===== config.mk =====
export PLATFORM = sky130hd
export DESIGN_NAME = flame_detector_supervisor
export DESIGN_NICKNAME = d
export VERILOG_FILES = /design/src/fds_pkg.sv /design/src/flame_detector_supervisor.sv
export SDC_FILE = /design/constraint.sdc
export NUM_CORES = 1
export LEC_CHECK = 0
export ABC_AREA = 1
export BUFFER_PORTS_ARGS = -buffer_cell sky130_fd_sc_hd__buf_2
export CORE_UTILIZATION = 28
export CTS_CLUSTER_DIAMETER = 150
export DETAILED_ROUTE_END_ITERATION = 10
export GPL_ROUTABILITY_DRIVEN = 0
export HOLD_SLACK_MARGIN = 0.06
export PLACE_DENSITY = 0.57
export SYNTH_ARGS = -nofsm -noshare
export SYNTH_HDL_FRONTEND = slang
export SYNTH_SLANG_ARGS = --single-unit

===== constraint.sdc =====
create_clock -name clk_i -period 6 [get_ports clk_i]
set_input_delay 1.2 -clock clk_i [delete_from_list [all_inputs] [get_ports clk_i]]
set_output_delay 1.2 -clock clk_i [all_outputs]
set_load 0.05 [all_outputs]

===== src/fds_pkg.sv =====
// Constants of the flame detector supervisor: register map, fields, timing, output codes
package fds_pkg;
    // ==========================================================
    // Register offsets (byte addresses)
    localparam logic [7:0] OFS_CTRL = 8'h00;
    localparam logic [7:0] OFS_CMD = 8'h04;
    localparam logic [7:0] OFS_STATUS = 8'h08;
    localparam logic [7:0] OFS_INTERVAL = 8'h0C;
    localparam logic [7:0] OFS_OUTPUTS = 8'h10;
    // ==========================================================
    // Control fields
    localparam int CTRL_LATCH = 0;
    localparam int CTRL_CONF = 1;
    localparam int CTRL_AUTO = 3;
    localparam int CTRL_OVERLAY = 4;
    localparam int CTRL_CONT = 5;
    localparam int CTRL_HEAT = 6;
    localparam int CTRL_AUX = 7;
    localparam int CTRL_CFGERR = 8;
    localparam logic [8:0] CTRL_RESET = 9'h018;
    // Command fields (write one to trigger)
    localparam int CMD_RESET = 0;
    localparam int CMD_CHECK = 1;
    localparam int CMD_TEST = 2;
    // Status fields
    localparam int ST_ALARM = 0;
    localparam int ST_PRE = 1;
    localparam int ST_HW = 2;
    localparam int ST_OBSC = 3;
    localparam int ST_DIRTY = 4;
    localparam int ST_CFG = 5;
    localparam int ST_SERVICE = 6;
    localparam int ST_TEST = 7;
    localparam int ST_CHECK = 8;
    localparam logic [7:0] INTERVAL_RESET = 8'h14;
    // ==========================================================
    // Timing
    localparam longint CLK_NS = 10;
    localparam longint SEC_NS = 1000000000;
    localparam int TICK_CYCLES = int'(SEC_NS / CLK_NS);
    localparam int SEC_PER_MIN = 60;
    localparam logic [7:0] OBSC_MIN = 8'h05;
    localparam logic [4:0] DIRTY_RUN = 5'h14;
    localparam logic [4:0] OBSC_RUN = 5'h05;
    localparam logic [3:0] CLEAR_RUN = 4'hA;
    localparam logic [2:0] SERVICE_SEC = 3'h5;
    localparam logic [3:0] TEST_SEC = 4'hE;
    // ==========================================================
    // Window check results
    localparam logic [1:0] WIN_CLEAN = 2'h0;
    localparam logic [1:0] WIN_DIRTY = 2'h1;
    localparam logic [1:0] WIN_OBSC = 2'h2;
    // Current loop in tenths of mA, addressable loop values
    localparam logic [7:0] MA_NORMAL = 8'h28;
    localparam logic [7:0] MA_PRE = 8'h73;
    localparam logic [7:0] MA_ALARM = 8'hAA;
    localparam logic [7:0] MA_HW = 8'h00;
    localparam logic [7:0] MA_DIRTY = 8'h14;
    localparam logic [7:0] AL_NORMAL = 8'h40;
    localparam logic [7:0] AL_PRE = 8'h99;
    localparam logic [7:0] AL_ALARM = 8'hBE;
    localparam logic [7:0] AL_HW = 8'h0A;
    localparam logic [7:0] AL_DIRTY = 8'h1F;
    // Window check sequencer
    typedef enum logic [1:0] {WC_IDLE = 2'b01, WC_BUSY = 2'b10} wc_state_t;
endpackage : fds_pkg


===== src/flame_detector_supervisor.sv =====
// Flame detector supervisor: alarm confirmation, faults, window check, self-test, outputs
// Summary of operation
// Non-latching faults follow cause; latching hold until reset
// Obscured window is hardware-class, hardware flash pattern
// Config fault on download error or heater without aux
// Service mode: no detection, both LEDs flash per 5s
// Fault relay opens for hardware, window, cleanliness faults
// Loop 0 mA hardware/window, 2 mA cleanliness fault
// Addressable loop: hardware at most 10, dirty 11-51
// Separate status bits: hardware, obscured, dirty
// Sample once per second, alarm when window count met
// Confirmation settings 3of5, 6of8, 12of14
// Continuous loop mode: no confirmation, sensor drives loop
// Non-latching alarm clears after ten clean samples
// Latched alarms/faults reset by wire, network, tool
// Reset blanks outputs, re-asserts, reruns window check
// Manual check: single, immediate; ignored during alarm/test
// Automatic check every interval, first after one interval
// Postpone auto check in alarm; manual ignored in alarm
// Twenty successive dirty automatic checks give fault
// Obscured: five-minute interval, five more give fault
// Window faults clear only on clean rerun
// Self-test flashes lamp, detection reported as alarm
// Video overlay alarm and typed fault, configurable
// Hardware plus dirty: loops show hardware value
//
// Added by the designer: the register offsets and the AXI4-Lite register port.
`timescale 1ns/100ps
`default_nettype none
module flame_detector_supervisor #(
    parameter int TICK_CYCLES = fds_pkg::TICK_CYCLES
) (
    input wire logic clk_i,
    input wire logic rst_i,
    input wire logic [7:0] s_axi_awaddr,
    input wire logic s_axi_awvalid,
    output logic s_axi_awready,
    input wire logic [31:0] s_axi_wdata,
    input wire logic [3:0] s_axi_wstrb,
    input wire logic s_axi_wvalid,
    output logic s_axi_wready,
    output logic [1:0] s_axi_bresp,
    output logic s_axi_bvalid,
    input wire logic s_axi_bready,
    input wire logic [7:0] s_axi_araddr,
    input wire logic s_axi_arvalid,
    output logic s_axi_arready,
    output logic [31:0] s_axi_rdata,
    output logic [1:0] s_axi_rresp,
    output logic s_axi_rvalid,
    input wire logic s_axi_rready,
    input wire logic candidate_alarm_i,
    input wire logic pre_alarm_i,
    input wire logic [7:0] sensor_level_i,
    input wire logic hw_fault_i,
    input wire logic service_mode_i,
    input wire logic wired_reset_i,
    input wire logic tool_reset_i,
    input wire logic manual_check_i,
    input wire logic self_test_req_i,
    input wire logic window_result_valid_i,
    input wire logic [1:0] window_result_i,
    output logic window_check_start_o,
    output logic test_lamp_o,
    output logic alarm_led_o,
    output logic fault_led_o,
    output logic alarm_relay_o,
    output logic fault_relay_open_o,
    output logic [7:0] loop_ma_x10_o,
    output logic [7:0] addr_loop_o,
    output logic overlay_alarm_o,
    output logic overlay_fault_o,
    output logic [2:0] overlay_fault_type_o
);
    // ==========================================================
    // Register bus
    logic [8:0] ctrl_reg;
    logic [7:0] interval_reg;
    logic [7:0] aw_addr_reg;
    logic aw_got_reg, w_got_reg;
    logic [31:0] w_data_reg;
    wire aw_take = s_axi_awvalid & s_axi_awready;
    wire w_take = s_axi_wvalid & s_axi_wready;
    wire [7:0] wr_addr = aw_take ? s_axi_awaddr : aw_addr_reg;
    wire [31:0] wr_data = w_take ? s_axi_wdata : w_data_reg;
    wire wr_fire = (aw_got_reg | aw_take) & (w_got_reg | w_take) & ~s_axi_bvalid;
    wire wr_ctrl = wr_fire & (wr_addr == fds_pkg::OFS_CTRL);
    wire wr_cmd = wr_fire & (wr_addr == fds_pkg::OFS_CMD);
    wire wr_int = wr_fire & (wr_addr == fds_pkg::OFS_INTERVAL);
    wire wr_ok = wr_ctrl | wr_cmd | wr_int;
    wire rd_take = s_axi_arvalid & s_axi_arready;
    // Write channels taken in either order; both held until response drains
    always_ff @(posedge clk_i) begin
        if (rst_i) begin
            aw_got_reg <= 1'b0;
            w_got_reg <= 1'b0;
            aw_addr_reg <= 8'h00;
            w_data_reg <= 32'h0000_0000;
            s_axi_bvalid <= 1'b0;
            s_axi_bresp <= 2'h0;
        end else begin
            if (aw_take) aw_addr_reg <= s_axi_awaddr;
            if (w_take) w_data_reg <= s_axi_wdata;
            aw_got_reg <= wr_fire ? 1'b0 : (aw_got_reg | aw_take);
            w_got_reg <= wr_fire ? 1'b0 : (w_got_reg | w_take);
            if (wr_fire) begin
                s_axi_bvalid <= 1'b1;
                s_axi_bresp <= wr_ok ? 2'h0 : 2'h2;
            end else if (s_axi_bready) begin
                s_axi_bvalid <= 1'b0;
            end
        end
    end
    assign s_axi_awready = ~aw_got_reg & ~s_axi_bvalid;
    assign s_axi_wready = ~w_got_reg & ~s_axi_bvalid;

    // Configuration registers; byte 0 and byte 1 strobes honoured
    always_ff @(posedge clk_i) begin
        if (rst_i) begin
            ctrl_reg <= fds_pkg::CTRL_RESET;
            interval_reg <= fds_pkg::INTERVAL_RESET;
        end else begin
            if (wr_ctrl & s_axi_wstrb[0]) ctrl_reg[7:0] <= wr_data[7:0];
            if (wr_ctrl & s_axi_wstrb[1]) ctrl_reg[8] <= wr_data[8];
            if (wr_int & s_axi_wstrb[0] & (wr_data[7:0] != 8'h00)) interval_reg <= wr_data[7:0];
        end
    end
    wire latching = ctrl_reg[fds_pkg::CTRL_LATCH];
    wire [1:0] conf_sel = ctrl_reg[fds_pkg::CTRL_CONF +: 2];
    wire auto_mode = ctrl_reg[fds_pkg::CTRL_AUTO];
    wire cont_mode = ctrl_reg[fds_pkg::CTRL_CONT];
    wire cmd_ok = wr_cmd & s_axi_wstrb[0];

    // ==========================================================
    // Event sources and one-second divider
    wire any_reset = wired_reset_i | tool_reset_i | (cmd_ok & wr_data[fds_pkg::CMD_RESET]);
    wire test_req = self_test_req_i | (cmd_ok & wr_data[fds_pkg::CMD_TEST]);
    wire man_req = manual_check_i | (cmd_ok & wr_data[fds_pkg::CMD_CHECK]);
    logic [31:0] div_reg;
    logic tick_reg;
    always_ff @(posedge clk_i) begin
        if (rst_i) begin
            div_reg <= 32'h0000_0000;
            tick_reg <= 1'b0;
        end else begin
            tick_reg <= (div_reg == 32'(TICK_CYCLES - 1));
            div_reg <= (div_reg == 32'(TICK_CYCLES - 1)) ? 32'h0000_0000 : div_reg + 32'h0000_0001;
        end
    end

    // ==========================================================
    // Alarm confirmation
    logic [13:0] hist_reg;
    logic alarm_reg, test_reg;
    logic [3:0] clear_reg, test_sec_reg;
    function automatic logic [3:0] ones(input logic [13:0] v);
        logic [3:0] n;
        n = 4'h0;
        for (int i = 0; i < 14; i++) n = n + {3'h0, v[i]};
        return n;
    endfunction
    // Window length and threshold per switch setting
    wire [13:0] win_mask = (conf_sel == 2'h0) ? 14'h001F : (conf_sel == 2'h1) ? 14'h00FF : 14'h3FFF;
    wire [3:0] need = (conf_sel == 2'h0) ? 4'h3 : (conf_sel == 2'h1) ? 4'h6 : 4'hC;
    wire sample = candidate_alarm_i & ~service_mode_i;
    wire [13:0] hist_next = {hist_reg[12:0], sample};
    wire confirmed = ones(hist_next & win_mask) >= need;
    wire busy_block = alarm_reg | pre_alarm_i | test_reg;
    // Alarm state updates on the second tick; reset drops it and lets live cause rebuild it
    always_ff @(posedge clk_i) begin
        if (rst_i | any_reset | service_mode_i) begin
            hist_reg <= 14'h0000;
            alarm_reg <= 1'b0;
            clear_reg <= 4'h0;
        end else if (tick_reg) begin
            hist_reg <= hist_next;
            if (cont_mode) begin
                alarm_reg <= sample;
            end else if (confirmed) begin
                alarm_reg <= 1'b1;
                clear_reg <= 4'h0;
            end else if (alarm_reg & ~latching) begin
                clear_reg <= clear_reg + 4'h1;
                if (clear_reg == fds_pkg::CLEAR_RUN - 4'h1) alarm_reg <= 1'b0;
            end
        end
    end

    // Alarm self-test: lamp runs for fourteen seconds, the longest confirmation window, whatever the setting
    always_ff @(posedge clk_i) begin
        if (rst_i) begin
            test_reg <= 1'b0;
            test_sec_reg <= 4'h0;
        end else if (test_req & ~test_reg & ~service_mode_i) begin
            test_reg <= 1'b1;
            test_sec_reg <= 4'h0;
        end else if (test_reg & tick_reg) begin
            test_sec_reg <= test_sec_reg + 4'h1;
            if (test_sec_reg == fds_pkg::TEST_SEC - 4'h1) test_reg <= 1'b0;
        end
    end

    // ==========================================================
    // Window cleanliness check scheduling and evaluation
    fds_pkg::wc_state_t wc_state_reg;
    logic wc_manual_reg, obsc_mode_reg, win_dirty_reg, win_obsc_reg, start_reg;
    logic [15:0] sec_cnt_reg;
    logic [4:0] dirty_run_reg, obsc_run_reg;
    wire [7:0] period_min = obsc_mode_reg ? fds_pkg::OBSC_MIN : interval_reg;
    wire [15:0] period_sec = 16'(period_min * fds_pkg::SEC_PER_MIN);
    wire due = auto_mode & (sec_cnt_reg >= period_sec);
    wire wc_idle = (wc_state_reg == fds_pkg::WC_IDLE);
    wire man_go = man_req & ~busy_block & wc_idle;
    wire auto_go = due & ~busy_block & wc_idle & ~man_go;
    wire rerun_go = any_reset & (win_dirty_reg | win_obsc_reg) & wc_idle;
    wire done = (wc_state_reg == fds_pkg::WC_BUSY) & window_result_valid_i;
    wire res_clean = window_result_i == fds_pkg::WIN_CLEAN;
    wire res_dirty = window_result_i == fds_pkg::WIN_DIRTY;
    wire res_obsc = window_result_i == fds_pkg::WIN_OBSC;
    wire [4:0] dirty_inc = dirty_run_reg + 5'h01;
    wire [4:0] obsc_inc = obsc_run_reg + 5'h01;
    // Interval counter restarts at every check so the first runs one interval after power-up
    always_ff @(posedge clk_i) begin
        if (rst_i | auto_go | man_go | rerun_go) sec_cnt_reg <= 16'h0000;
        else if (tick_reg & ~due) sec_cnt_reg <= sec_cnt_reg + 16'h0001;
    end
    // Sequencer: one start pulse, then wait for the result
    always_ff @(posedge clk_i) begin
        if (rst_i) begin
            wc_state_reg <= fds_pkg::WC_IDLE;
            wc_manual_reg <= 1'b0;
            start_reg <= 1'b0;
        end else begin
            start_reg <= man_go | auto_go | rerun_go;
            case (wc_state_reg)
                fds_pkg::WC_IDLE: begin
                    if (man_go | auto_go | rerun_go) begin
                        wc_state_reg <= fds_pkg::WC_BUSY;
                        wc_manual_reg <= man_go | rerun_go;
                    end
                end
                fds_pkg::WC_BUSY: begin
                    if (window_result_valid_i) wc_state_reg <= fds_pkg::WC_IDLE;
                end
                default: wc_state_reg <= fds_pkg::WC_IDLE;
            endcase
        end
    end
    // Manual results report at once; automatic ones accumulate successive runs
    always_ff @(posedge clk_i) begin
        if (rst_i) begin
            win_dirty_reg <= 1'b0;
            win_obsc_reg <= 1'b0;
            obsc_mode_reg <= 1'b0;
            dirty_run_reg <= 5'h00;
            obsc_run_reg <= 5'h00;
        end else if (done) begin
            if (res_clean) begin
                win_dirty_reg <= 1'b0;
                win_obsc_reg <= 1'b0;
                obsc_mode_reg <= 1'b0;
                dirty_run_reg <= 5'h00;
                obsc_run_reg <= 5'h00;
            end else if (wc_manual_reg) begin
                win_dirty_reg <= res_dirty;
                win_obsc_reg <= res_obsc;
            end else if (res_dirty) begin
                obsc_mode_reg <= 1'b0;
                obsc_run_reg <= 5'h00;
                dirty_run_reg <= dirty_inc;
                if (dirty_inc >= fds_pkg::DIRTY_RUN) win_dirty_reg <= 1'b1;
            end else if (res_obsc) begin
                obsc_mode_reg <= 1'b1;
                obsc_run_reg <= obsc_mode_reg ? obsc_inc : 5'h00;
                if (obsc_mode_reg & (obsc_inc >= fds_pkg::OBSC_RUN)) win_obsc_reg <= 1'b1;
            end
        end
    end

    // ==========================================================
    // Fault classes
    logic hw_latch_reg;
    always_ff @(posedge clk_i) begin
        if (rst_i | any_reset) hw_latch_reg <= 1'b0;
        else hw_latch_reg <= latching & (hw_latch_reg | hw_fault_i);
    end
    wire hw_fault = hw_fault_i | hw_latch_reg;
    wire hw_class = hw_fault | win_obsc_reg;
    wire cfg_fault = ctrl_reg[fds_pkg::CTRL_CFGERR]
        | (ctrl_reg[fds_pkg::CTRL_HEAT] & ~ctrl_reg[fds_pkg::CTRL_AUX]);
    wire alarm_out = alarm_reg | (cont_mode & test_reg & sample);
    logic [2:0] sec5_reg;
    // Five-second phase for the service flash
    always_ff @(posedge clk_i) begin
        if (rst_i) sec5_reg <= 3'h0;
        else if (tick_reg) sec5_reg <= (sec5_reg == fds_pkg::SERVICE_SEC - 3'h1) ? 3'h0 : sec5_reg + 3'h1;
    end
    // Hardware pattern: seconds 1 and 3 of each five; dirty pattern: one second in five
    wire hw_flash = hw_class & sec5_reg[0];
    wire dirty_flash = win_dirty_reg & (sec5_reg == 3'h0);
    wire srv_flash = service_mode_i & (sec5_reg == 3'h0);
    wire [7:0] loop_ma = hw_class ? fds_pkg::MA_HW
        : win_dirty_reg ? fds_pkg::MA_DIRTY
        : cont_mode ? sensor_level_i
        : alarm_out ? fds_pkg::MA_ALARM
        : pre_alarm_i ? fds_pkg::MA_PRE : fds_pkg::MA_NORMAL;
    wire [7:0] addr_val = hw_class ? fds_pkg::AL_HW
        : win_dirty_reg ? fds_pkg::AL_DIRTY
        : alarm_out ? fds_pkg::AL_ALARM
        : pre_alarm_i ? fds_pkg::AL_PRE : fds_pkg::AL_NORMAL;
    wire [8:0] status = {~wc_idle, test_reg, service_mode_i, cfg_fault, win_dirty_reg,
        win_obsc_reg, hw_fault, pre_alarm_i, alarm_out};

    // Output flops; a reset cycle blanks every indicator before conditions re-assert
    always_ff @(posedge clk_i) begin
        if (rst_i | any_reset) begin
            alarm_led_o <= 1'b0;
            fault_led_o <= 1'b0;
            alarm_relay_o <= 1'b0;
            fault_relay_open_o <= 1'b0;
            loop_ma_x10_o <= fds_pkg::MA_NORMAL;
            addr_loop_o <= fds_pkg::AL_NORMAL;
            overlay_alarm_o <= 1'b0;
            overlay_fault_o <= 1'b0;
            overlay_fault_type_o <= 3'h0;
        end else begin
            alarm_led_o <= service_mode_i ? srv_flash : alarm_out;
            fault_led_o <= service_mode_i ? srv_flash : (hw_flash | dirty_flash | cfg_fault);
            alarm_relay_o <= alarm_out;
            fault_relay_open_o <= hw_class | win_dirty_reg;
            loop_ma_x10_o <= loop_ma;
            addr_loop_o <= addr_val;
            overlay_alarm_o <= ctrl_reg[fds_pkg::CTRL_OVERLAY] & alarm_out;
            overlay_fault_o <= ctrl_reg[fds_pkg::CTRL_OVERLAY] & (hw_class | win_dirty_reg | cfg_fault);
            overlay_fault_type_o <= {cfg_fault, win_obsc_reg | win_dirty_reg, hw_fault};
        end
    end
    assign window_check_start_o = start_reg;
    assign test_lamp_o = test_reg;

    // Read channel: one-cycle answer, unmapped reads give SLVERR
    wire rd_map = (s_axi_araddr == fds_pkg::OFS_CTRL) | (s_axi_araddr == fds_pkg::OFS_STATUS)
        | (s_axi_araddr == fds_pkg::OFS_INTERVAL) | (s_axi_araddr == fds_pkg::OFS_OUTPUTS)
        | (s_axi_araddr == fds_pkg::OFS_CMD);
    wire [31:0] rd_val = (s_axi_araddr == fds_pkg::OFS_CTRL) ? {23'h0, ctrl_reg}
        : (s_axi_araddr == fds_pkg::OFS_STATUS) ? {23'h0, status}
        : (s_axi_araddr == fds_pkg::OFS_INTERVAL) ? {24'h0, interval_reg}
        : (s_axi_araddr == fds_pkg::OFS_OUTPUTS) ? {16'h0, addr_loop_o, loop_ma_x10_o} : 32'h0000_0000;
    always_ff @(posedge clk_i) begin
        if (rst_i) begin
            s_axi_rvalid <= 1'b0;
            s_axi_rdata <= 32'h0000_0000;
            s_axi_rresp <= 2'h0;
        end else if (rd_take) begin
            s_axi_rvalid <= 1'b1;
            s_axi_rdata <= rd_val;
            s_axi_rresp <= rd_map ? 2'h0 : 2'h2;
        end else if (s_axi_rready) begin
            s_axi_rvalid <= 1'b0;
        end
    end
    assign s_axi_arready = ~s_axi_rvalid;
endmodule : flame_detector_supervisor
`default_nettype wire


# Yosys cells after proc, flatten, opt, wreduce, memory -nomap -nowiden
# Cells that the tools add are included.
# classes
n_reduce_logical,33
bitwise,88
addsub,20
order_cmp,4
n_mul,1
n_eq_ne,19
muxes,62
# op_table
op,count
2-to-1 mux 16 bit,4
2-to-1 mux 8 bit,6
bitwise AND 1 bit,43
adder 4 x 1 -> 4 bit,10
2-to-1 mux 5 bit,8
adder 32 x 1 -> 32 bit (second input constant),1
== test 32 x 27 -> 1 bit (second input constant),1
OR 1 bit,31
2-to-1 mux 14 bit,2
2-to-1 mux 1 bit,26
== test 8 x 4 -> 1 bit (second input constant),3
2-to-1 mux 7 bit,3
nonzero test 3 bit,7
adder 16 x 1 -> 16 bit (second input constant),1
== test 8 x 3 -> 1 bit (second input constant),2
>= comparator 16 x 14 -> 1 bit,1
zero test 8 bit,2
2-to-1 mux 4 bit,4
AND reduction 3 bit,5
bitwise AND 14 bit,1
NOT 1 bit,13
multiplier 8 x 4 -> 12 bit (second input constant),1
2-to-1 mux 6 bit,2
nonzero test 2 bit,6
other kinds (28),44
# totals
regBits,192
inputBits,78
out_inout_bits,68
elab_cells,270

# Logic depth before layout (Yosys ltp)
# Gate-level depths: netlist of the first run.
# depth
word_depth,20
depth_mapped,35
depth_no_buf,34

# Worst setup path before layout of the first run
# No wires, ideal clock.
# synth_timing
kind,register -> register
start,reg ctrl_reg[2]
end,reg clear_reg[3]
arrival_ns,4.689
stages_incl_launch_ff,22
setup_ns,0.115
setup_slack_ns,1.197
required_ns,5.885
cell_sequence,dfxtp_1 > clkbuf_1 > nor2_1 > nor2_1 > fa_1 > inv_1 > fa_1 > fa_1 > fa_1 > inv_1 > ha_1 > fa_1 > ha_1 > inv_1 > nor2_1 > o211ai_1 > nand3_1 > a21o_1 > nand3_1 > nor2_1 > xnor2_1 > nor2_1
# synth_via
elab_chain_len,19
# synth_rtl
item,line_no,rtl
start: declaration,flame_detector_supervisor.sv:77,logic [8:0] ctrl_reg;
start signal: assignment,flame_detector_supervisor.sv:120,ctrl_reg <= fds_pkg::CTRL_RESET;
start signal: assignment,flame_detector_supervisor.sv:123,if (wr_ctrl & s_axi_wstrb[0]) ctrl_reg[7:0] <= wr_data[7:0];
zero test 2 bit,"flame_detector_supervisor.sv:163, flame_detector_supervisor.sv:164",
2-to-1 mux 14 bit,flame_detector_supervisor.sv:163,wire [13:0] win_mask = (conf_sel == 2'h0) ? 14'h001F : (conf_sel == 2'h1) ? 14'h00FF : 14'h3FFF;
bitwise AND 14 bit,flame_detector_supervisor.sv:167,wire confirmed = ones(hist_next & win_mask) >= need;
adder 1 x 1 -> 2 bit,flame_detector_supervisor.sv:159,"for (int i = 0; i < 14; i++) n = n + {3'h0, v[i]};"
adder 2 x 1 -> 3 bit,flame_detector_supervisor.sv:159,
adder 3 x 1 -> 4 bit,flame_detector_supervisor.sv:159,
adder 4 x 1 -> 4 bit (10 in series),flame_detector_supervisor.sv:159,
>= comparator 4 bit *,flame_detector_supervisor.sv:167,
nonzero test 2 bit (no line),-,
AND reduction 3 bit (no line),-,
end signal: assignment,flame_detector_supervisor.sv:183,clear_reg <= clear_reg + 4'h1;
end: declaration,flame_detector_supervisor.sv:155,"logic [3:0] clear_reg, test_sec_reg;"
# Mark *: on every way between the ends. The rest lies on a longest branch, timed or not.
# A chain may end at the register's enable or synchronous reset.

# Worst setup path in the final report of the first run
# layout_timing
start,reg interval_reg[1]
end,reg sec_cnt_reg[1]
# layout_via
elab_chain_len,10
# layout_rtl
item,line_no,rtl
start: declaration,flame_detector_supervisor.sv:78,logic [7:0] interval_reg;
start signal: assignment,flame_detector_supervisor.sv:121,interval_reg <= fds_pkg::INTERVAL_RESET;
start signal: assignment,flame_detector_supervisor.sv:125,if (wr_int & s_axi_wstrb[0] & (wr_data[7:0] != 8'h00)) interval_reg <= wr_data[7:0];
2-to-1 mux 8 bit *,flame_detector_supervisor.sv:209,wire [7:0] period_min = obsc_mode_reg ? fds_pkg::OBSC_MIN : interval_reg;
multiplier 8 x 4 -> 12 bit *,flame_detector_supervisor.sv:210,wire [15:0] period_sec = 16'(period_min * fds_pkg::SEC_PER_MIN);
>= comparator 16 x 14 -> 1 bit *,flame_detector_supervisor.sv:211,wire due = auto_mode & (sec_cnt_reg >= period_sec);
bitwise AND 1 bit *,flame_detector_supervisor.sv:211,
bitwise AND 1 bit (3 in series),flame_detector_supervisor.sv:214,wire auto_go = due & ~busy_block & wc_idle & ~man_go;
OR 1 bit (3 in series),flame_detector_supervisor.sv:224,if (rst_i | auto_go | man_go | rerun_go) sec_cnt_reg <= 16'h0000;
end signal: assignment,flame_detector_supervisor.sv:225,else if (tick_reg & ~due) sec_cnt_reg <= sec_cnt_reg + 16'h0001;
end: declaration,flame_detector_supervisor.sv:207,logic [15:0] sec_cnt_reg;
# Marked as above.

==> flow_summary.yaml, run 1 <==
outcome:
  status: "complete, no violations"
worst_setup_path:
  worst_r2r_startpoint: "interval_reg[1]$_SDFFE_PP0P_"
  critical_path.endpoint_type: "register"
  crit-reg2reg-capture: "sec_cnt_reg[1]$_SDFFE_PP0P_"
  critical_path.startpoint_type: "register"
  critical_path.slowest_cell: "fa_1"
  worst-path-max-fanout: 8
  slowest_delay_ns: 0.52
  timing.setup.critical_path_class: "reg -> reg"
  critical_path_startpoint: "interval_reg[1]$_SDFFE_PP0P_"
  worst_reg2reg_setup_slack_ns: 0.83
  critPathArrivalTime_ns: 5.53
  crit_path_most_repeated_cell: "inv_1"
  cp.required_ns: 6.36
  r2r.worst_path.cells: 31
logic_synthesis:
  postSynth.topFlopCell: "dfxtp_1"
  synth_enable_flop_cells: 0
  yosys_warnings: 0
  share_of_the_yosys_chip_area_belonging_to_registers_pct: 36.4
  synthesis.instances: 1305
  yosys.cell_count.top_type: "nand2_1"
  cell_types_occupying_the_most_area_after_synthesis: "dfxtp_1 (36%), nand2_1 (11%), inv_1 (7.1%), ha_1 (6.3%), a21oi_1 (5.8%)"
  ys_top_cells_by_count: "nand2_1 (269), inv_1 (182), dfxtp_1 (174)"
  syn-mean-instance-area_um2: 7.34
  synth_seq_cells: 174
  library_cells_used_by_synthesis: 53
  synth.top_cell.area_share_pct: 36.4
  syn-cell-area_um2: 9580
  ys_async_sr_fraction_pct: 0
  netlist.top_cell.by_area: "dfxtp_1"
clocking:
  clock_sink_count: 174
  clk_root_buf: "clkbuf_16"
  numCtsBuffers: 17
  tritoncts: "done"
  postCtsHoldBufs: 0
  worstSkewPairLatency_ns: 0.44
  post-cts-setup-buffers: 0
  postCtsResizedCells: 0
  clk_pin_slew_ns: 0.07
  cts_max_path_buffers: 2
  ctsHtreeMaxLevel: 4
sta:
  finalSetupTns_ns: 0
  worst_pin_slew_ns: 0.883
  finalHoldViolations: 0
  min_period_over_period_pct: 86.2
  rsz0062_at_grt: "no"
  layout_min_cycle_time_ns: 5.17
  max_clock_freq_ghz: 0.193
  final_max_slew_viol_count: 0
  setup_viol_count_final: 0
  relSlewSlack_pct: 41.0
  fin_worst_skew_ns: 0.00945
global_route:
  global_route.usage.total_pct: 14.6
  grt_start_max_net_pins: 58
  overflow: 0
  first_global_vias: 7943
  first_pass_grt_wire_length_mm: 40.5
  antenna_found_initial: 2
worst_hold_path:
  hp-start: "div_reg[0]$_SDFF_PP0_"
  worst_hold_path.num_cells: 1
  min_delay_worst_endpoint: "div_reg[0]$_SDFF_PP0_"
  worstHoldPathType: "reg -> reg"
pwr:
  power.ir.vdd_worst_v: 0.000259
  power_mw: 2.76
  power_density_nw_per_um2: 249
  net-switching-power_uw: 767
  power.switching_fraction_pct: 27.8
  power_frac_clock_pct: 44.4
  seq_power_share_pct: 43.7
  p_int_mw: 1.99
  p_comb_share_pct: 11.9
  p_leak_nw: 4.76
drt:
  wire_per_inst_um: 13.6
  ant_nets_after_route: 0
  drc: 0
  route.vias.total: 8482
  first_iter_violations: 462
  vias_per_cell: 4.56
  1st_pass_router_iterations: 5
  routed_wirelength_mm: 25.3
floorplanning:
  die-height_um: 187
  fp.dieW_um: 187
  ios: 146
  core-area_um2: 33600
  rows: 67
  initial_utilization_pct: 28.5
  die_area_um2: 35000
final_layout:
  final_nets: 1540
  instances_no_fill: 1861
  finish.instance_area_um2: 11100
  area_taken_by_multi_input_logic_gates_um2: 5130
  share_of_layout_cells_above_drive_strength_1_pct: 13.9
  area_growth_syn_to_layout_pct: 15.7
  fillers: 3594
  largest_reg_flops: 32
  register_area_um2: 3480
place:
  io_buffers: 102
  hpwlAfterDp_mm: 19.5
  placed_cell_area_um2: 10400
  place_inst: 1828
run:
  maxCapViolations: 0
[cells in the final DEF (no fill, tap or decap), types with 3 or more instances in the layout]
| master | n |
|---|---|
| o21ai_0 | 44 |
| nand2_2 | 5 |
| o2111ai_1 | 6 |
| dfxtp_1 | 174 |
| xnor2_1 | 16 |
| bufinv_16 | 4 |
| inv_6 | 7 |
| clkinv_4 | 3 |
| o211ai_1 | 4 |
| a21oi_1 | 111 |
| buf_4 | 6 |
| conb_1 | 18 |
| a211oi_1 | 4 |
| o22ai_1 | 3 |
| o21ai_1 | 9 |
| o21a_1 | 8 |
| inv_1 | 182 |
| a31oi_1 | 3 |
| o21ai_2 | 4 |
| nor2_1 | 117 |
| nor4_1 | 5 |
| nor2_4 | 3 |
| nor2_2 | 12 |
| buf_2 | 102 |
| nor3_1 | 45 |
| nor3_2 | 10 |
| a21oi_2 | 4 |
| xor2_1 | 27 |
| nand2_1 | 269 |
| fa_1 | 15 |
| clkbuf_16 | 17 |
| nand3_1 | 73 |
| or2_2 | 7 |
| ha_1 | 48 |
| nand4_1 | 21 |
[how the worst max path moves through the flow]
stage                                  endpoint  slack (ns)  cells after the start
finish              sec_cnt_reg[1]$_SDFFE_PP0P_        0.83                     31
global placement      clear_reg[0]$_SDFFE_PP0P_        0.92                     20
CTS                 sec_cnt_reg[1]$_SDFFE_PP0P_        0.77                     31
floorplan             clear_reg[3]$_SDFFE_PP0P_        1.20                     21
detailed placement  sec_cnt_reg[1]$_SDFFE_PP0P_        0.78                     31
global route        sec_cnt_reg[1]$_SDFFE_PP0P_        0.31                     31
[worst max-delay path, delay by kind of cell, from the launching register on]
| family | cells | cell delay (ns) |
|---|---|---|
| AOI/OAI and AO/OA | 5 | 0.75 |
| DFF | 1 | 0.38 |
| xor gates and xnor gates | 1 | 0.10 |
| adders and majority gates | 4 | 1.52 |
| and+or+nand+nor | 13 | 1.69 |
| buffers and inverters | 8 | 0.65 |
[power by group through the flow]
stage | clock (mW) | sequential (mW) | combinational [mW]
CTS | 1.26 | 1.20 | 0.330
floorplan | 0 | 1.25 | 0.230
finish | 1.22 | 1.20 | 0.327
global route | 1.30 | 1.21 | 0.361
global placement | 0 | 1.23 | 0.323
detailed placement | 0 | 1.23 | 0.329
[per-layer routing]
metal	vias up	routed length [µm]	GRT usage [%]
met2	173	12000	24.4
met3	34	1140	3.55
li1	4375	-	-
met4	2	666	5.71
met5	-	17	0
met1	3898	11500	18.1
[cells by family (layout without fill, tap and decap cells)]
kind of cell | count (synthesis) | count (layout) | share of synthesized area [%]
AOI/OAI and AO/OA | 209 | 209 | 12.3
other | 1 | 19 | 0.0391
DFF | 174 | 174 | 36.4
buffers and inverters | 238 | 328 | 10.8
muxes | 1 | 1 | 0.104
xor gates and xnor gates | 43 | 43 | 3.93
adders and majority gates | 63 | 63 | 9.40
and+or+nand+nor | 576 | 576 | 27.1
[final cells by class]
type	count	area share [%]
Antenna cell	1	0.0226
Clock buffer	18	3.96
Clock inverter	14	1.84
Inverter	188	6.42
Multi-Input combinational cell	910	46.3
Sequential cell	174	31.4
Tap cell	448	5.06
Timing Repair Buffer	108	5.01
[through the flow]
| stage | worst slack [ns] | hold slack, ns | utilization (%) |
|---|---|---|---|
| final | 0.829 | 0.451 | 33.0 |
| after detailed placement | 0.783 | 0.443 | 31.1 |
| after global placement | 0.922 | 0.433 | 31.1 |
| after floorplan | 1.20 | 0.418 | - |
| after global routing | 0.314 | 0.469 | 33.0 |
| after CTS | 0.768 | 0.453 | 33.0 |
No activity file was read; power rests on OpenSTA's default activity.
==> run 2, diff against run 1 <==
--- a/config.mk
+++ b/config.mk
@@ -12,7 +12,7 @@
 export DETAILED_ROUTE_END_ITERATION = 10
 export GPL_ROUTABILITY_DRIVEN = 0
 export HOLD_SLACK_MARGIN = 0.06
-export PLACE_DENSITY = 0.57
+export PLACE_DENSITY = 0.59
 export SYNTH_ARGS = -nofsm -noshare
 export SYNTH_HDL_FRONTEND = slang
 export SYNTH_SLANG_ARGS = --single-unit
==> constraint.sdc (replaced) <==
create_clock -name clk_i -period 4.3 [get_ports clk_i]
set_input_delay 0.86 -clock clk_i [delete_from_list [all_inputs] [get_ports clk_i]]
set_output_delay 0.86 -clock clk_i [all_outputs]
set_load 0.05 [all_outputs]
==> run 2 against run 1 <==
Compared with the run above:
- the run now ends with negative setup slack left
- wire length grew 8.7%
- count of clock-buffer cells in the layout unchanged
- combinational power is 64% higher
- non-clock buffer count rose by 86
- die area unchanged
- clock skew rose by 0.0062 ns
- sequential power grew 40%
- design area up 10%
- setup slack worse by 1.1 ns
==> flow_summary.yaml, run 2 (synthesis results as in run 1) <==
floorplanning:
  initial_utilization_pct: 28.5
  fp.dieW_um: 187
  die_area_um2: 35000
  core-area_um2: 33600
  die-height_um: 187
  ios: 146
  rows: 67
place:
  hpwlAfterDp_mm: 20.2
  placed_cell_area_um2: 10900
  io_buffers: 102
pwr:
  p_leak_nw: 5.26
  power_density_nw_per_um2: 309
  p_comb_share_pct: 14.3
  power_frac_clock_pct: 41.2
  power.ir.vdd_worst_v: 0.000309
  power_mw: 3.77
  power.switching_fraction_pct: 29.7
  seq_power_share_pct: 44.5
  p_int_mw: 2.65
  net-switching-power_mw: 1.12
drt:
  vias_per_cell: 4.65
  route.vias.total: 9060
  first_iter_violations: 522
  wire_per_inst_um: 14.1
  routed_wirelength_mm: 27.5
  drc: 0
  1st_pass_router_iterations: 5
  ant_nets_after_route: 0
worst_setup_path:
  cp.required_ns: 4.64
  critPathArrivalTime_ns: 4.95
  critical_path.startpoint_type: "register"
  timing.setup.critical_path_class: "reg -> reg"
  worst-path-max-fanout: 5
  worst_reg2reg_setup_slack_ns: -0.32
  critical_path.endpoint_type: "register"
clocking:
  cts_max_path_buffers: 2
  tritoncts: "done"
  numCtsBuffers: 17
  postCtsHoldBufs: 0
  clock_sink_count: 174
  ctsHtreeMaxLevel: 4
  clk_pin_slew_ns: 0.08
  clk_root_buf: "clkbuf_16"
  worstSkewPairLatency_ns: 0.44
global_route:
  overflow: 0
  grt_start_max_net_pins: 58
  global_route.usage.total_pct: 15.8
  first_global_vias: 8729
  antenna_found_initial: 2
  first_pass_grt_wire_length_mm: 44.0
sta:
  fin_worst_skew_ns: 0.0157
  worst_pin_slew_ns: 1.08
  final_max_slew_viol_count: 0
  max_clock_freq_ghz: 0.217
  whs_ns: 0.464
  timing.final.ws_setup_ns: -0.315
  min_period_over_period_pct: 107
  rsz0062_at_grt: "yes"
  finalHoldViolations: 0
  finalSetupTns_ns: -2.50
  relSlewSlack_pct: 28.1
  layout_min_cycle_time_ns: 4.62
  setup_viol_count_final: 21
final_layout:
  mostFrequentLayoutCell: "nand2_1"
  share_of_layout_cells_above_drive_strength_1_pct: 24.8
  area_growth_syn_to_layout_pct: 27.2
  largest_reg_flops: 32
  final_nets: 1627
  most-common-layout-cells: "nand2_1 (248), dfxtp_1 (170), inv_1 (168)"
  finish.instance_area_um2: 12200
outcome:
  violations_in_the_final_reports: "negative setup slack"
  status: "complete, but fails checks"
run:
  maxCapViolations: 0
worst_hold_path:
  worstHoldPathType: "reg -> reg"
[run 2: cell count changes in the layout (fill, tap and decap cells not counted), sizes merged]
cell	delta
buf	+86
bufinv	-3
clkinvlp	+3
nand2	+1
[run 2: per-layer routing]
layer	GRT usage [%]	vias up	part of all wire [%]
li1	-	4569	-
met1	18.7	4232	43
met2	28.2	212	50
met3	3.02	45	4.8
met4	5.39	2	2.5
met5	0	-	0.015
[run 2: cell type report]
| cell class | count | area, µm² |
|---|---|---|
| fill | 3506 | 21400 |
| multi-input combinational | 911 | 5550 |
| sequential | 174 | 3490 |
| timing repair buffer | 194 | 1300 |
| inverter | 188 | 714 |
| tap | 448 | 561 |
| clock buffer | 18 | 439 |
| clock inverter | 14 | 131 |
| antenna | 1 | 2.50 |
[run 2: critical path: stages, from the launching register on]
cell and delay (ns):
dfxtp_4 0.37, nor2_4 0.11, nor2_2 0.06, fa_1 0.53, inv_1 0.05, fa_1 0.50, fa_1 0.44, fa_1 0.51
inv_1 0.04, ha_2 0.17, fa_2 0.55, ha_4 0.21, inv_2 0.04, nor2_1 0.03, o211ai_1 0.18, nand3_2 0.14
a21o_1 0.22, nand3_4 0.12, nor3_2 0.07, a21oi_2 0.12, nor2_2 0.04
[run 2: repair_timing]
item	in CTS	in global routing
cloned	3	0
resized for setup	79	38
buffers inserted	26	5
setup endpoints to repair	25	25
pin swaps	60	27
[run 2: final timing paths]
path              cells past startpoint                   startpoint                           to
setup reg to reg                     20     ctrl_reg[2]$_SDFFE_PP0P_    clear_reg[1]$_SDFFE_PP0P_
setup / recovery                     20     ctrl_reg[2]$_SDFFE_PP0P_    clear_reg[1]$_SDFFE_PP0P_
hold reg to reg                       2  s_axi_rdata[3]$_SDFFE_PP0P_  s_axi_rdata[3]$_SDFFE_PP0P_
hold / removal                        2  s_axi_rdata[3]$_SDFFE_PP0P_  s_axi_rdata[3]$_SDFFE_PP0P_
[run 2: metrics by stage]
| step | utilization, % | worst slack (ns) | std cells |
|---|---|---|---|
| after detailed placement | 32.4 | -0.391 | 1882 |
| after CTS | 35.8 | -0.301 | 1943 |
| final | 36.3 | -0.315 | 1948 |
| after global routing | 36.3 | -0.464 | 1947 |
| after global placement | 32.4 | -0.318 | 1882 |
| after floorplan | - | -0.242 | 1322 |
[run 2: power groups by stage]
stage          sequential (mW)  combinational (mW)  clock [mW]
6_report                  1.68               0.537        1.55
5_1_grt                   1.68               0.586        1.65
4_1_cts                   1.68               0.531        1.59
3_5_place_dp              1.72               0.495           0
3_3_place_gp              1.71               0.488           0
2_1_floorplan             1.75               0.324           0
==> run 3, diff against run 2 <==
--- a/config.mk
+++ b/config.mk
@@ -6,13 +6,13 @@
 export NUM_CORES = 1
 export LEC_CHECK = 0
 export ABC_AREA = 1
-export BUFFER_PORTS_ARGS = -buffer_cell sky130_fd_sc_hd__buf_2
 export CORE_UTILIZATION = 28
 export CTS_CLUSTER_DIAMETER = 150
 export DETAILED_ROUTE_END_ITERATION = 10
+export DONT_BUFFER_PORTS = 1
 export GPL_ROUTABILITY_DRIVEN = 0
 export HOLD_SLACK_MARGIN = 0.06
-export PLACE_DENSITY = 0.59
+export PLACE_DENSITY = 0.53
 export SYNTH_ARGS = -nofsm -noshare
 export SYNTH_HDL_FRONTEND = slang
 export SYNTH_SLANG_ARGS = --single-unit
==> constraint.sdc (replaced) <==
create_clock -name clk_i -period 5.85 [get_ports clk_i]
set_input_delay 1.17 -clock clk_i [delete_from_list [all_inputs] [get_ports clk_i]]
set_output_delay 1.17 -clock clk_i [all_outputs]
set_load 0.05 [all_outputs]
==> run 3 against run 2 <==
Compared with the run above:
- the run now ends clean
- flip-flop and latch count is the same
- sequential share of layout area rose by 4.4 points
- core utilization down 4.9 points
- global-route usage shrank 0.76 points
- critical path type unchanged
- largest cell class unchanged
==> flow_summary.yaml, run 3 (synthesis results as in run 1) <==
outcome:
  status: "complete, no violations"
pwr:
  p_leak_nw: 4.28
  net-switching-power_uw: 749
  seq_power_share_pct: 47.0
  power.ir.vdd_worst_v: 0.000186
  power_density_nw_per_um2: 255
  p_comb_share_pct: 9.9
  power_frac_clock_pct: 43.1
  p_int_mw: 1.94
  power.switching_fraction_pct: 27.9
final_layout:
  largest_reg_flops: 32
  area_growth_syn_to_layout_pct: 10.1
  final_nets: 1440
  layout.core_utilization_pct: 31.4
  instances_no_fill: 1761
  most-common-layout-cells: "nand2_1 (269), inv_1 (182), dfxtp_1 (174)"
  share_of_layout_cells_above_drive_strength_1_pct: 7.25
  mostFrequentLayoutCell: "nand2_1"
global_route:
  antenna_found_initial: 3
  grt_most_used_layer: "met2"
  first_pass_grt_wire_length_mm: 40.7
  grt_util_met1_pct: 18.7
  grt_util_met3_pct: 4.84
  first_global_vias: 7507
  grtUsageMet2_pct: 24.4
  grt_start_max_net_pins: 59
  overflow: 0
  global_route.usage.total_pct: 15.0
sta:
  timing.final.ws_setup_ns: 0.748
  final_max_slew_viol_count: 0
  relSlewSlack_pct: 42.8
  worst_pin_slew_ns: 0.857
  fin_worst_skew_ns: 0.0141
  min_period_over_period_pct: 87.2
  finalSetupTns_ns: 0
  setup_viol_count_final: 0
  rsz0062_at_grt: "no"
  max_clock_freq_ghz: 0.196
  layout_min_cycle_time_ns: 5.10
  finalHoldViolations: 0
place:
  detailedPlace.worstSlack_ns: 0.664
  hpwlAfterDp_mm: 20.1
  io_buffers: 0
  place_inst: 1728
worst_setup_path:
  worst_r2r_startpoint: "ctrl_reg[1]$_SDFFE_PP0P_"
  slowest_delay_ns: 0.54
  critical_path.endpoint_type: "register"
  timing.setup.critical_path_class: "reg -> reg"
  worst_reg2reg_setup_slack_ns: 0.75
  timing.critical_path.cells: "nor2_1 > nor2_1 > fa_1 > inv_1 > fa_1 > fa_1 > fa_1 > inv_1 > ha_1 > fa_1 > ha_1 > inv_1 > nor2_1 > o211ai_1 > nand3_1 > a21o_1 > nand3_1 > nor3_1 > a21oi_1 > nor2_2"
  worst-path-max-fanout: 6
  critical_path_startpoint: "ctrl_reg[1]$_SDFFE_PP0P_"
  cp.required_ns: 6.17
  crit-reg2reg-capture: "clear_reg[0]$_SDFFE_PP0P_"
  critical_path.startpoint_type: "register"
  r2r.worst_path.cells: 20
  critPathArrivalTime_ns: 5.42
  crit_path_most_repeated_cell: "fa_1"
  critical_path.slowest_cell: "fa_1"
drt:
  routed_wirelength_mm: 25.9
  vias_per_cell: 4.59
  first_iter_violations: 478
  drc: 0
  wire_per_inst_um: 14.7
  1st_pass_router_iterations: 5
  route.vias.total: 8088
  ant_nets_after_route: 0
floorplanning:
  initial_utilization_pct: 28.5
  die-height_um: 187
  rows: 67
  die_area_um2: 35000
  fp.dieW_um: 187
  core-area_um2: 33600
  ios: 146
worst_hold_path:
  min_delay_worst_endpoint: "div_reg[0]$_SDFF_PP0_"
  hp-start: "div_reg[0]$_SDFF_PP0_"
  worst_hold_path.num_cells: 1
  worstHoldPathType: "reg -> reg"
clocking:
  clock_sink_count: 174
  post-cts-setup-buffers: 0
  tritoncts: "done"
  clk_root_buf: "clkbuf_16"
  numCtsBuffers: 17
  worstSkewPairLatency_ns: 0.43
  cts_max_path_buffers: 2
  clk_pin_slew_ns: 0.07
  ctsHtreeMaxLevel: 4
run:
  maxCapViolations: 0
run 3: changes by cell type in the layout (fill, tap and decap cells not counted), sizes merged:
cell      delta
bufinv       +1
buf        -186
nand2        -1
clkbuf       +2
diode        +1
inv          -3
clkinvlp     -1
run 3: layer usage:
| layer | vias to the layer above | part of all wire [%] |
|---|---|---|
| met5 | - | 0.10 |
| met4 | 4 | 2.1 |
| met3 | 32 | 7.3 |
| met2 | 178 | 45 |
| met1 | 3700 | 45 |
| li1 | 4174 | - |
run 3: how the worst max path moves through the flow:
stage,to,slack [ns],cells after the start
floorplan,clear_reg[3]$_SDFFE_PP0P_,1.05,21
global placement,sec_cnt_reg[5]$_SDFFE_PP0P_,0.77,30
detailed placement,sec_cnt_reg[5]$_SDFFE_PP0P_,0.66,31
CTS,sec_cnt_reg[5]$_SDFFE_PP0P_,0.63,31
global route,sec_cnt_reg[4]$_SDFFE_PP0P_,0.09,31
finish,clear_reg[0]$_SDFFE_PP0P_,0.75,20
run 3: final cells by class:
class | count | area (µm²)
Fill cell | 3628 | 23100
Multi-Input combinational cell | 910 | 5130
Sequential cell | 174 | 3480
Inverter | 188 | 712
Tap cell | 448 | 561
Clock buffer | 20 | 457
Clock inverter | 11 | 133
Timing Repair Buffer | 8 | 60.1
Antenna cell | 2 | 5.00
run 3: timing repair:
action | in CTS | in global routing
endpoints found under the setup margin | 0 | 8
resized for setup | 0 | 1
hold buffers | 0 | 0
run 3: critical path: cells and delay by family, from the launching register on:
family,cells,cell delay (ns)
simple gates,7,0.99
flops,1,0.31
buf+inv,3,0.15
fa+ha+maj,7,3.00
compound gates,3,0.54
run 3: power by group through the flow:
stage	combinational, mW	sequential [mW]	clock, mW
finish	0.265	1.27	1.16
global route	0.301	1.27	1.24
CTS	0.266	1.27	1.18
detailed placement	0.265	1.29	0
global placement	0.261	1.29	0
floorplan	0.235	1.28	0
run 3: through the flow:
stage / hold slack [ns] / power [mW] / instance area [µm²]
after floorplan: 0.418 / 1.52 / 9640
after global placement: 0.430 / 1.55 / 9950
after detailed placement: 0.445 / 1.56 / 9950
after CTS: 0.455 / 2.72 / 10500
after global routing: 0.474 / 2.81 / 10500
final: 0.454 / 2.69 / 10500
